## config.mk

```make
export PLATFORM = sky130hd
export DESIGN_NAME = gbw_top
export DESIGN_NICKNAME = d
export VERILOG_FILES = /design/src/common/gbw_pkg.sv /design/src/hw/gbw_delay.sv /design/src/hw/gbw_top.sv
export VERILOG_INCLUDE_DIRS = /design/src /design/src/common
export SDC_FILE = /design/constraint.sdc
export NUM_CORES = 1
export LEC_CHECK = 0
export BUFFER_PORTS_ARGS = -buffer_cell sky130_fd_sc_hd__clkbuf_2
export CORE_MARGIN = 8
export CORE_UTILIZATION = 40
export DETAILED_ROUTE_END_ITERATION = 6
export PLACE_DENSITY = 0.73
export SKIP_LAST_GASP = 1
export SYNTH_ARGS = -nofsm -noshare
export SYNTH_HDL_FRONTEND = slang
export SYNTH_SLANG_ARGS = --single-unit
```

## constraint.sdc

```tcl
create_clock -name CLK_IN -period 3.6 [get_ports CLK_IN]
set_input_delay 0 -clock CLK_IN [delete_from_list [all_inputs] [get_ports CLK_IN]]
set_output_delay 0 -clock CLK_IN [all_outputs]
set_load 0.005 [all_outputs]
```

## src/common/gbw_regs.svh

```systemverilog
// Opcodes, pipeline depths and address constants of the branch and word-load block
`ifndef GBW_REGS_SVH
`define GBW_REGS_SVH

// Operation codes
`define GBW_OP_JUMP_FALSE 8'hb4
`define GBW_OP_JUMP_TRUE  8'hb0
`define GBW_OP_JUMP_IMM   8'hb2
`define GBW_OP_WORD_LOAD  8'h07

// Branch delay in instructions, load latency in cycles
`define GBW_BR_DELAY      3
`define GBW_LD_LATENCY    3

// Displacement field: 7 bits, scaled by four
`define GBW_DISP_MSB      6
`define GBW_DISP_EXT_W    23

// Byte-order swap values
`define GBW_SWAP_LITTLE   2'h3
`define GBW_SWAP_BIG      2'h0

// I/O aperture decode, values arbitrary
`define GBW_MMIO_BASE     32'hefe00000
`define GBW_MMIO_MASK     32'hffe00000

`define GBW_ADDR_RESET    32'h00000000
`endif

```

## src/common/gbw_pkg.sv

```systemverilog
// Types shared by the branch and word-load block
package gbw_pkg;
  typedef logic [31:0] gbw_word_t;
  typedef logic [7:0]  gbw_opc_t;
  typedef logic [6:0]  gbw_reg_t;
  typedef logic [6:0]  gbw_disp_t;
  typedef logic [1:0]  gbw_swap_t;
  typedef enum logic [3:0] {
    GBW_BR_NONE  = 4'h1,
    GBW_BR_FALSE = 4'h2,
    GBW_BR_TRUE  = 4'h4,
    GBW_BR_IMM   = 4'h8
  } gbw_br_kind_t;
endpackage

```

## src/hw/gbw_delay.sv

```systemverilog
// Fixed-length delay line with clock enable and synchronous clear
`timescale 1ns/1ps
module gbw_delay #(
  parameter int W = 1,
  parameter int N = 1
) (
  input  wire logic         clk_in,   // Core clock
  input  wire logic         reset_in, // Sync reset, high
  input  wire logic         ce_in,    // Freeze when low
  input  wire logic [W-1:0] d_in,     // Stage input
  output logic      [W-1:0] q_out     // Output after N edges
);
  logic [W-1:0] stage_r   [N];
  logic [W-1:0] stage_nxt [N];

  genvar g;
  generate
    for (g = 0; g < N; g++) begin : g_stage
      if (g == 0) begin : g_head
        always_comb begin
          stage_nxt[g] = d_in;
        end
      end else begin : g_body
        always_comb begin
          stage_nxt[g] = stage_r[g-1];
        end
      end
    end
  endgenerate

  always_ff @(posedge clk_in) begin
    for (int i = 0; i < N; i++) begin
      if (reset_in) begin
        stage_r[i] <= '0;
      end else if (ce_in) begin
        stage_r[i] <= stage_nxt[i];
      end
    end
  end

  assign q_out = stage_r[N-1];
endmodule

```

## src/hw/gbw_top.sv

```systemverilog
// Guarded jump unit and guarded 32-bit word-load unit of the core
`timescale 1ns/1ps
`include "gbw_regs.svh"
module gbw_top (
  input  wire logic              CLK_IN,                 // Core clock, 40 MHz
  input  wire logic              RESET_IN,               // Sync reset, high
  input  wire logic              CE_IN,                  // Clock enable, freezes all
  input  wire logic              BR_VALID_IN,            // Branch slot issue
  input  gbw_pkg::gbw_opc_t      BR_OPCODE_IN,           // Branch opcode
  input  wire logic              BR_GUARD_EN_IN,         // Guard register supplied
  input  wire logic              BR_GUARD_LSB_IN,        // Guard bit 0
  input  wire logic              BR_FIRST_SOURCE_LSB_IN, // Condition bit 0
  input  gbw_pkg::gbw_word_t     BR_SECOND_SOURCE_IN,    // Register jump target
  input  gbw_pkg::gbw_word_t     BR_MODIFIER_IN,         // Immediate jump target
  output logic                   PC_LOAD_OUT,            // Load program counter
  output gbw_pkg::gbw_word_t     PC_TARGET_OUT,          // New program counter
  input  wire logic              LD_VALID_IN,            // Load slot issue
  input  gbw_pkg::gbw_opc_t      LD_OPCODE_IN,           // Load opcode
  input  wire logic              LD_GUARD_EN_IN,         // Guard register supplied
  input  wire logic              LD_GUARD_LSB_IN,        // Guard bit 0
  input  gbw_pkg::gbw_word_t     LD_FIRST_SOURCE_IN,     // Base address
  input  gbw_pkg::gbw_disp_t     LD_MODIFIER_IN,         // Displacement field
  input  gbw_pkg::gbw_reg_t      LD_DEST_IN,             // Destination register
  input  wire logic              BYTE_ORDER_FLAG_IN,     // 1 little, 0 big endian
  output logic                   MEM_REQ_OUT,            // Memory read request
  output gbw_pkg::gbw_word_t     MEM_ADDR_OUT,           // Effective address
  output logic                   MEM_CACHE_UPD_OUT,      // Cache status may update
  output logic                   MEM_MMIO_OUT,           // Address in I/O aperture
  input  gbw_pkg::gbw_word_t     MEM_RDATA_IN,           // Bytes addr+k in lane k
  output logic                   RF_WE_OUT,              // Destination write
  output gbw_pkg::gbw_reg_t      RF_WADDR_OUT,           // Destination index
  output gbw_pkg::gbw_word_t     RF_WDATA_OUT            // Loaded word
);
  import gbw_pkg::*;

  // Branch decode
  gbw_br_kind_t br_kind;
  logic         br_guard_ok;
  logic         br_take;
  gbw_word_t    br_target;
  logic [32:0]  br_q;

  always_comb begin
    br_kind = GBW_BR_NONE;
    if (BR_VALID_IN) begin
      if (BR_OPCODE_IN == `GBW_OP_JUMP_FALSE) begin
        br_kind = GBW_BR_FALSE;
      end else if (BR_OPCODE_IN == `GBW_OP_JUMP_TRUE) begin
        br_kind = GBW_BR_TRUE;
      end else if (BR_OPCODE_IN == `GBW_OP_JUMP_IMM) begin
        br_kind = GBW_BR_IMM;
      end
    end
  end

  assign br_guard_ok = !BR_GUARD_EN_IN || BR_GUARD_LSB_IN;

  always_comb begin
    br_take   = 1'b0;
    br_target = BR_SECOND_SOURCE_IN;
    unique case (br_kind)
      GBW_BR_NONE: begin
        br_take = 1'b0;
      end
      GBW_BR_FALSE: begin
        br_take = br_guard_ok && !BR_FIRST_SOURCE_LSB_IN;
      end
      GBW_BR_TRUE: begin
        br_take = br_guard_ok && BR_FIRST_SOURCE_LSB_IN;
      end
      GBW_BR_IMM: begin
        br_take   = br_guard_ok;
        br_target = BR_MODIFIER_IN;
      end
    endcase
  end

  gbw_delay #(
    .W (33),
    .N (`GBW_BR_DELAY)
  ) u_br_delay (
    .clk_in   (CLK_IN),
    .reset_in (RESET_IN),
    .ce_in    (CE_IN),
    .d_in     ({br_take, br_target}),
    .q_out    (br_q)
  );

  assign PC_LOAD_OUT   = br_q[32];
  assign PC_TARGET_OUT = br_q[31:0];

  // Load address stage
  logic      ld_guard_ok;
  logic      ld_fire;
  gbw_word_t ld_disp;
  gbw_word_t ld_addr;
  logic      ld_mmio;
  gbw_swap_t ld_swap;

  assign ld_guard_ok = !LD_GUARD_EN_IN || LD_GUARD_LSB_IN;
  assign ld_fire     = LD_VALID_IN && (LD_OPCODE_IN == `GBW_OP_WORD_LOAD) && ld_guard_ok;

  always_comb begin
    ld_disp = {{`GBW_DISP_EXT_W{LD_MODIFIER_IN[`GBW_DISP_MSB]}}, LD_MODIFIER_IN, 2'b00};
    ld_addr = LD_FIRST_SOURCE_IN + ld_disp;
    ld_mmio = (ld_addr & `GBW_MMIO_MASK) == `GBW_MMIO_BASE;
    // aperture reads pass the word as is
    if (ld_mmio || BYTE_ORDER_FLAG_IN) begin
      ld_swap = `GBW_SWAP_LITTLE;
    end else begin
      ld_swap = `GBW_SWAP_BIG;
    end
  end

  // Load pipeline: request, data capture, write back
  logic      req_r,   req_nxt;
  gbw_word_t addr_r,  addr_nxt;
  logic      cupd_r,  cupd_nxt;
  logic      mmio_r,  mmio_nxt;
  gbw_reg_t  dest1_r, dest1_nxt;
  gbw_swap_t swap1_r, swap1_nxt;
  logic      v2_r,    v2_nxt;
  gbw_reg_t  dest2_r, dest2_nxt;
  gbw_swap_t swap2_r, swap2_nxt;
  logic      we_r,    we_nxt;
  gbw_reg_t  waddr_r, waddr_nxt;
  gbw_word_t wdata_r, wdata_nxt;
  gbw_word_t ordered_w;

  // lane i from byte ((3-i) xor s)
  genvar lane;
  generate
    for (lane = 0; lane < 4; lane++) begin : g_lane
      logic [1:0] src_sel;
      assign src_sel = 2'(3 - lane) ^ swap2_r;
      assign ordered_w[8*lane +: 8] = MEM_RDATA_IN[{src_sel, 3'b000} +: 8];
    end
  endgenerate

  always_comb begin
    req_nxt   = ld_fire;
    // Aperture is never cacheable, so its status bits stay put
    // cache status only on enabled load
    cupd_nxt  = ld_fire && !ld_mmio;
    mmio_nxt  = ld_fire && ld_mmio;
    // low address bits go out untouched, no fault path
    addr_nxt  = ld_fire ? ld_addr : addr_r;
    dest1_nxt = ld_fire ? LD_DEST_IN : dest1_r;
    swap1_nxt = ld_fire ? ld_swap : swap1_r;
    v2_nxt    = req_r;
    dest2_nxt = dest1_r;
    swap2_nxt = swap1_r;
    we_nxt    = v2_r;
    waddr_nxt = v2_r ? dest2_r : waddr_r;
    wdata_nxt = v2_r ? ordered_w : wdata_r;
  end

  always_ff @(posedge CLK_IN) begin
    if (RESET_IN) begin
      req_r   <= 1'b0;
      addr_r  <= `GBW_ADDR_RESET;
      cupd_r  <= 1'b0;
      mmio_r  <= 1'b0;
      dest1_r <= '0;
      swap1_r <= `GBW_SWAP_BIG;
      v2_r    <= 1'b0;
      dest2_r <= '0;
      swap2_r <= `GBW_SWAP_BIG;
      we_r    <= 1'b0;
      waddr_r <= '0;
      wdata_r <= '0;
    end else if (CE_IN) begin
      req_r   <= req_nxt;
      addr_r  <= addr_nxt;
      cupd_r  <= cupd_nxt;
      mmio_r  <= mmio_nxt;
      dest1_r <= dest1_nxt;
      swap1_r <= swap1_nxt;
      v2_r    <= v2_nxt;
      dest2_r <= dest2_nxt;
      swap2_r <= swap2_nxt;
      we_r    <= we_nxt;
      waddr_r <= waddr_nxt;
      wdata_r <= wdata_nxt;
    end
  end

  assign MEM_REQ_OUT       = req_r;
  assign MEM_ADDR_OUT      = addr_r;
  assign MEM_CACHE_UPD_OUT = cupd_r;
  assign MEM_MMIO_OUT      = mmio_r;
  assign RF_WE_OUT         = we_r;
  assign RF_WADDR_OUT      = waddr_r;
  assign RF_WDATA_OUT      = wdata_r;

  gbw_word_t rdata_rev_chk;
  assign rdata_rev_chk = {MEM_RDATA_IN[7:0], MEM_RDATA_IN[15:8],
                          MEM_RDATA_IN[23:16], MEM_RDATA_IN[31:24]};
endmodule

```

==> impl_metrics.ini, run 1 <==
[outcome]
outcome = finished, final reports clean

[floorplan]
coreArea_um2 = 22600
die_area_um2 = 28000
floorplan.rows = 55
die_w_um = 167
initial_core_util = 0.406
dieHeight_um = 167
ios = 277

[power_and_ir_drop]
static-leakage-power_nw = 5.40
power-per-cell-area_nw_per_um2 = 394
vdd_ir_drop_max_uv = 243
design_power_total_mw = 4.99

[detailed_routing]
drt_pass1_iterations = 5
drt_first_iter_violations = 570
wl_um = 27700
via_per_instance_ratio = 5.06
wl_per_cell_um = 17.2
detail_route.drc_violations = 0
postRouteAntennaNets = 0
num_vias = 8144

[yosys]
synthDistinctLibCells = 65
synth_most_common_cell = nand2_1
synth_flop_cell = edfxtp_1
synth_area_leader_cell = edfxtp_1
yosysWarningCount = 0
ys_seq_area_frac = 0.525
asyncSetResetFlopFracSynth = 0
syn_nets = 1134
synth.cell_area_um2 = 9160
synth.avg_cell_area_um2 = 9.80
syn-instance-count = 935
synth_edf_count = 99
synth_top_cell_area_share = 0.324
netlist_top_cells_area = edfxtp_1 (32%), dfxtp_1 (20%), nand2_1 (6.3%)
netlist_top_cells_count = nand2_1 (155), a21oi_1 (101), edfxtp_1 (99)
synth-seq-cells = 191

[placed_design]
numPlacedInstances = 1448
gp_routability_congestion = 0.884
dp_hpwl_um = 19200
pre_cts_ws_ns = 0.483
portBuffers = 276
dpl_cell_area_um2 = 10800

[cts]
cts_hold_buffers = 128
worstSkewPairLatency_ns = 0.43
number_of_buffers_inserted_during_clock_tree_synthesis = 17
cts.root.buffer_cell = clkbuf_16
cts-htree-levels = 4
clkSlewWorstSetupHoldPaths_ns = 0.07
cts-resized-gates = 0
clock_tree.buffer_depth = 2
cts_setup_buffers = 0
clock_sink_count = 191
tritoncts = built

[timing]
fin_crit_sh = 0.853
clock_period_minus_worst_slack_ns = 3.07
setup_total_negative_slack_ns = 0
max_clock_freq_mhz = 326
final-hold-violation-count = 0
worstMarginPinSlew_ns = 1.07
worst_case_clock_skew_ns = 0.00894
max-slew-margin-rel = 0.286
timing.final.max_slew_violations = 0
setup_slack_after_layout_ns = 0.529
grt_setup_unrepaired = no
finalSetupViolations = 0

[grt]
grt_first_pass_wirelength_um = 44200
grt_start_max_net_pins = 78
gr-total-overflow = 0
grtUsageTotal = 0.194
via_count_of_the_first_global_routing_pass = 8158
antenna_found_initial = 2

[worst_setup_path]
timing.critical_path.slowest_cell_delay_ns = 0.53
endpoint_kind = flop
critical_path_rt_ns = 3.93
timing.setup.critical_path_class = primary input to flop
cp_launch_type = primary input
arrival_worst_endpoint_ns = 3.40
cp_max_fo = 4
slowest_stage = dlygate4sd3_1
path_cells = dlygate4sd3_1, clkbuf_2, ha_1, inv_1, fa_1, nor2b_1, o2111a_1, o21ai_1, and2_4, o31ai_1, o221ai_1, xnor2_1, nand4_1, a311oi_1

[finish]
seq_area_um2 = 4820
multiInputGateArea_um2 = 4100
fill_cell_instance_count_of_the_final_layout = 1986
layout.cell_area.non_filler_um2 = 12700
synthToLayoutAreaGrowth_pct = 38.1
net_count_final = 1509
post_route_cells_drive_above_1_share = 0.259
instances_no_fill = 1610

[hold_path]
hold_path_class = primary input to flop

[job]
drv.max_cap_violation_count = 0
-- where the power goes --
| group | switching (mW) | internal (mW) | leakage [nW] | total [mW] |
|---|---|---|---|---|
| registers | 0.0193 | 2.37 | 1.83 | 2.39 |
| logic | 0.374 | 0.340 | 3.28 | 0.714 |
| clock network | 0.939 | 0.949 | 0.294 | 1.89 |
-- worst paths after layout --
path	from	to	slack [ns]	cells after the start
hold reg to reg	MEM_ADDR_OUT[9]$_SDFFE_PP0P_	MEM_ADDR_OUT[9]$_SDFFE_PP0P_	0.45	2
setup / recovery	LD_MODIFIER_IN[0]	swap1_r[0]$_SDFFE_PP0P_	0.53	14
hold / removal	BR_SECOND_SOURCE_IN[6]	u_br_delay.stage_r[0][6]$_SDFFCE_PN0P_	0.06	3
setup reg to reg	g_lane[3].src_sel[0]$_SDFFE_PP0P_	RF_WDATA_OUT[8]$_SDFFE_PP0P_	1.39	3
-- critical path, delay by kind of cell --
kind                     cells  cell delay, ns
AO/OA/AOI/OAI                5            1.32
buffers and inverters        3            0.69
AND/OR/NAND/NOR              3            0.62
adder cells (fa/ha/maj)      2            0.53
XOR/XNOR                     1            0.24
-- cell type report --
cell class / instances / area share
antenna: 2 / 0.000395
inverter: 14 / 0.00435
timing repair buffer: 413 / 0.216
tap: 285 / 0.0282
sequential: 191 / 0.380
multi-input combinational: 673 / 0.324
clock inverter: 15 / 0.0137
clock buffer: 17 / 0.0336
-- through the flow --
| step | utilization | hold WS, ns |
|---|---|---|
| detailed placement | 0.477 | 0.230 |
| global route | 0.561 | 0.0401 |
| CTS | 0.561 | 0.00610 |
| finish | 0.561 | 0.0623 |
| floorplan | - | 0.136 |
| global placement | 0.477 | 0.223 |
-- layer usage --
layer,GRT usage,up-vias,part of all wire
met5,0,-,0
met3,0.0529,56,0.058
li1,-,4074,-
met2,0.324,258,0.48
met1,0.234,3756,0.43
met4,0.0776,0,0.029
-- flip-flops by register name, indices dropped and copies added, names as in the netlist, 7 cells and up --
register,flops
u_br_delay.stage_r,99
MEM_ADDR_OUT,32
RF_WDATA_OUT,32
RF_WADDR_OUT,7
dest1_r,7
dest2_r,7
-- logic make-up after synthesis --
logic type / Yosys count / synth area share
adder cells (fa/ha/maj): 30 / 0.0418
AND/OR/NAND/NOR: 372 / 0.192
multiplexers: 44 / 0.0481
buffers and inverters: 71 / 0.0298
flip-flops: 191 / 0.525
AO/OA/AOI/OAI: 206 / 0.143
XOR/XNOR: 21 / 0.0201
-- layout by cell type (no fill, tap or decap), types with 3 or more instances in the layout --
cell | synthesis | final
dfxtp_1 | 92 | 91
nor2b_1 | 5 | 4
inv_6 | 0 | 3
o21ai_0 | 20 | 20
nand3_1 | 16 | 16
nand4_1 | 7 | 7
nand2b_1 | 4 | 4
buf_4 | 1 | 9
nand2_1 | 155 | 155
inv_8 | 0 | 5
nor2_1 | 78 | 78
xor2_1 | 9 | 9
o21a_1 | 4 | 4
dlygate4sd3_1 | 0 | 128
o21bai_1 | 4 | 4
inv_1 | 14 | 13
o21ai_1 | 3 | 3
ha_1 | 29 | 29
xnor2_1 | 12 | 12
a21oi_1 | 101 | 101
a211oi_1 | 39 | 39
and2_1 | 69 | 68
o211ai_1 | 3 | 3
clkbuf_2 | 0 | 275
mux2i_1 | 44 | 44
or3_1 | 5 | 5
nor3_1 | 10 | 9
clkbuf_16 | 0 | 17
a21o_1 | 8 | 8
clkinv_4 | 0 | 3
nand3b_1 | 4 | 4
edfxtp_1 | 99 | 99
(Power assumes the default switching activity.)
==> run 2, diff against run 1 <==
- ABC_AREA: default -> 1
- PLACE_DENSITY: 0.73 -> 0.72
==> run 2 against run 1 <==
Hold slack got worse by 0.059 ns. Via count increased by 20%. Clock skew increased by 0.0044 ns.
==> impl_metrics.ini, run 2 <==
[grt]
via_count_of_the_first_global_routing_pass = 9687
grt_first_pass_wirelength_um = 50500
antenna_found_initial = 0
grt_start_max_net_pins = 77
grtUsageTotal = 0.206
gr-total-overflow = 0

[timing]
timing.final.max_slew_violations = 0
worstMarginPinSlew_ns = 1.06
finalSetupViolations = 0
clock_period_minus_worst_slack_ns = 2.60
setup_total_negative_slack_ns = 0
final-hold-violation-count = 0
grt_setup_unrepaired = no
max_clock_freq_mhz = 385
fin_crit_sh = 0.722
max-slew-margin-rel = 0.294
whs_ns = 0.00353
worst_case_clock_skew_ns = 0.0134

[yosys]
synth_edf_count = 99
synth_top_cell_area_share = 0.298
netlist_top_cells_count = nand2_1 (279), inv_1 (248), nor2_1 (174)
synth-seq-cells = 191
synth_flop_cell = edfxtp_1
synth.cell_area_um2 = 9990
synthDistinctLibCells = 38
synth_most_common_cell = nand2_1
netlist_top_cells_area = edfxtp_1 (30%), dfxtp_1 (18%), nand2_1 (10%)
ys_seq_area_frac = 0.482
synth.avg_cell_area_um2 = 7.71
syn-instance-count = 1295
syn_nets = 1494
yosysWarningCount = 0
asyncSetResetFlopFracSynth = 0
synth_area_leader_cell = edfxtp_1

[power_and_ir_drop]
combinationalPowerShare = 0.156
power-per-cell-area_nw_per_um2 = 375
power.share.sequential = 0.470
static-leakage-power_nw = 6.85
netSwitchingPower_mw = 1.44
vdd_ir_drop_max_uv = 226
switching_share = 0.284
internal_power_mw = 3.64
clock_network_fraction_of_total_power = 0.374

[detailed_routing]
via_per_instance_ratio = 4.82
drt_pass1_iterations = 6
postRouteAntennaNets = 0
met1_length_um = 13900
met2_wirelength_um = 15000
wl_per_cell_um = 15.7
wl_um = 31800
topRoutingLayerUsed = met4
detail_route.drc_violations = 0
drt_first_iter_violations = 696
wl_met3_um = 1980
num_vias = 9733

[finish]
regMostFlops = u_br_delay.stage_r
final_cell_mix = nand2_1 (278), clkbuf_2 (276), inv_1 (247)
layout.cells.most_common = nand2_1
synthToLayoutAreaGrowth_pct = 35.6
finalCoreUtilization = 0.546
largest_reg_flops = 99
post_route_cells_drive_above_1_share = 0.214
n_antenna_cell = 0
net_count_final = 1875

[worst_setup_path]
endpoint_kind = flop
arrival_worst_endpoint_ns = 2.92
regToRegSetupSlack_ns = 1.00
cp_launch_type = flop
cp_max_fo = 61
timing.setup.critical_path_class = flop to flop
critical_path_rt_ns = 3.92

[floorplan]
die_w_um = 174
initial_core_util = 0.402
dieHeight_um = 174
coreArea_um2 = 24800
floorplan.rows = 58
die_area_um2 = 30300
ios = 277

[cts]
tritoncts = built
cts_setup_buffers = 0
worstSkewPairLatency_ns = 0.43
clkSlewWorstSetupHoldPaths_ns = 0.07
cts-resized-gates = 0
cts-htree-levels = 4
cts.root.buffer_cell = clkbuf_16
clock_tree.buffer_depth = 2
number_of_buffers_inserted_during_clock_tree_synthesis = 17
clock_sink_count = 191

[placed_design]
portBuffers = 276
dp_hpwl_um = 22700
gp_routability_congestion = 0.970

[outcome]
outcome = finished, final reports clean

[hold_path]
hold_path_class = primary input to flop

[job]
drv.max_cap_violation_count = 0
## run 2: changes by cell type after synthesis, sizes merged, moves of 7 or more
cell	delta
a211oi	-39
o21a	+7
and2	-67
inv	+238
nand3	+55
nand2	+135
nor2	+111
a21o	-9
mux2i	-44
a21oi	-67
o21ai	+59
o211ai	+36
## run 2: timing repair
| item | in CTS | in global routing |
|---|---|---|
| hold endpoints to repair | 77 | 0 |
| hold buffers | 125 | 0 |
| setup endpoints to repair | 0 | 0 |
## run 2: worst max-delay path, cell delays in order (launching register included)
cell and delay, ns:
dfxtp_1 0.33, nand2_1 0.20, inv_2 0.77, buf_4 0.33, nand3_1 0.12, dlygate4sd3_1 0.59
o211ai_1 0.08, inv_1 0.05
## run 2: per-layer routing
layer  GRT usage  vias to the layer above
li1            -                     4860
met1       0.252                     4473
met2       0.349                      342
met3      0.0482                       58
met4      0.0709                        0
met5           0                        -
## run 2: final timing paths
check / start / end / cells after the start
worst max-delay path: v2_r$_SDFFE_PP0P_ / RF_WDATA_OUT[21]$_SDFFE_PP0P_ / 7
worst min-delay path: BR_MODIFIER_IN[13] / u_br_delay.stage_r[0][13]$_SDFFCE_PN0P_ / 3
worst max register to register: v2_r$_SDFFE_PP0P_ / RF_WDATA_OUT[21]$_SDFFE_PP0P_ / 7
worst min register to register: MEM_ADDR_OUT[1]$_SDFFE_PP0P_ / MEM_ADDR_OUT[1]$_SDFFE_PP0P_ / 2
## run 2: metrics by stage
step	instances	power, mW	worst slack (ns)	cell area (µm²)
2_1_floorplan	1295	2.86	0.589	9990
3_3_place_gp	1862	3.12	1.12	11700
3_5_place_dp	1862	3.13	1.14	11700
4_1_cts	2019	5.12	1.08	13500
5_1_grt	2019	5.30	0.805	13500
6_report	2019	5.08	1.00	13500
## run 2: cells by family (layout without fill, tap and decap cells)
logic type	after synthesis	in the layout	share of synthesized area
AO/OA/AOI/OAI	180	180	0.106
XOR/XNOR	18	18	0.0158
adder cells (fa/ha/maj)	30	30	0.0383
buffers and inverters	301	695	0.114
flip-flops	191	191	0.482
AND/OR/NAND/NOR	575	575	0.244
## run 2: power by group through the flow
stage / clock, mW / sequential [mW] / combinational (mW)
after floorplan: 0 / 2.44 / 0.418
after global placement: 0 / 2.43 / 0.684
after detailed placement: 0 / 2.44 / 0.690
after CTS: 1.95 / 2.39 / 0.780
after global routing: 2.03 / 2.39 / 0.879
final: 1.90 / 2.39 / 0.793
## run 2: area by class of cell
class	instances	area (µm²)
fillers	2284	11300
flip-flops and latches	191	4810
multi-input cells	803	4040
repair buffers	411	2720
inverters	252	946
clock buffers	17	425
well taps	330	413
clock inverters	15	176
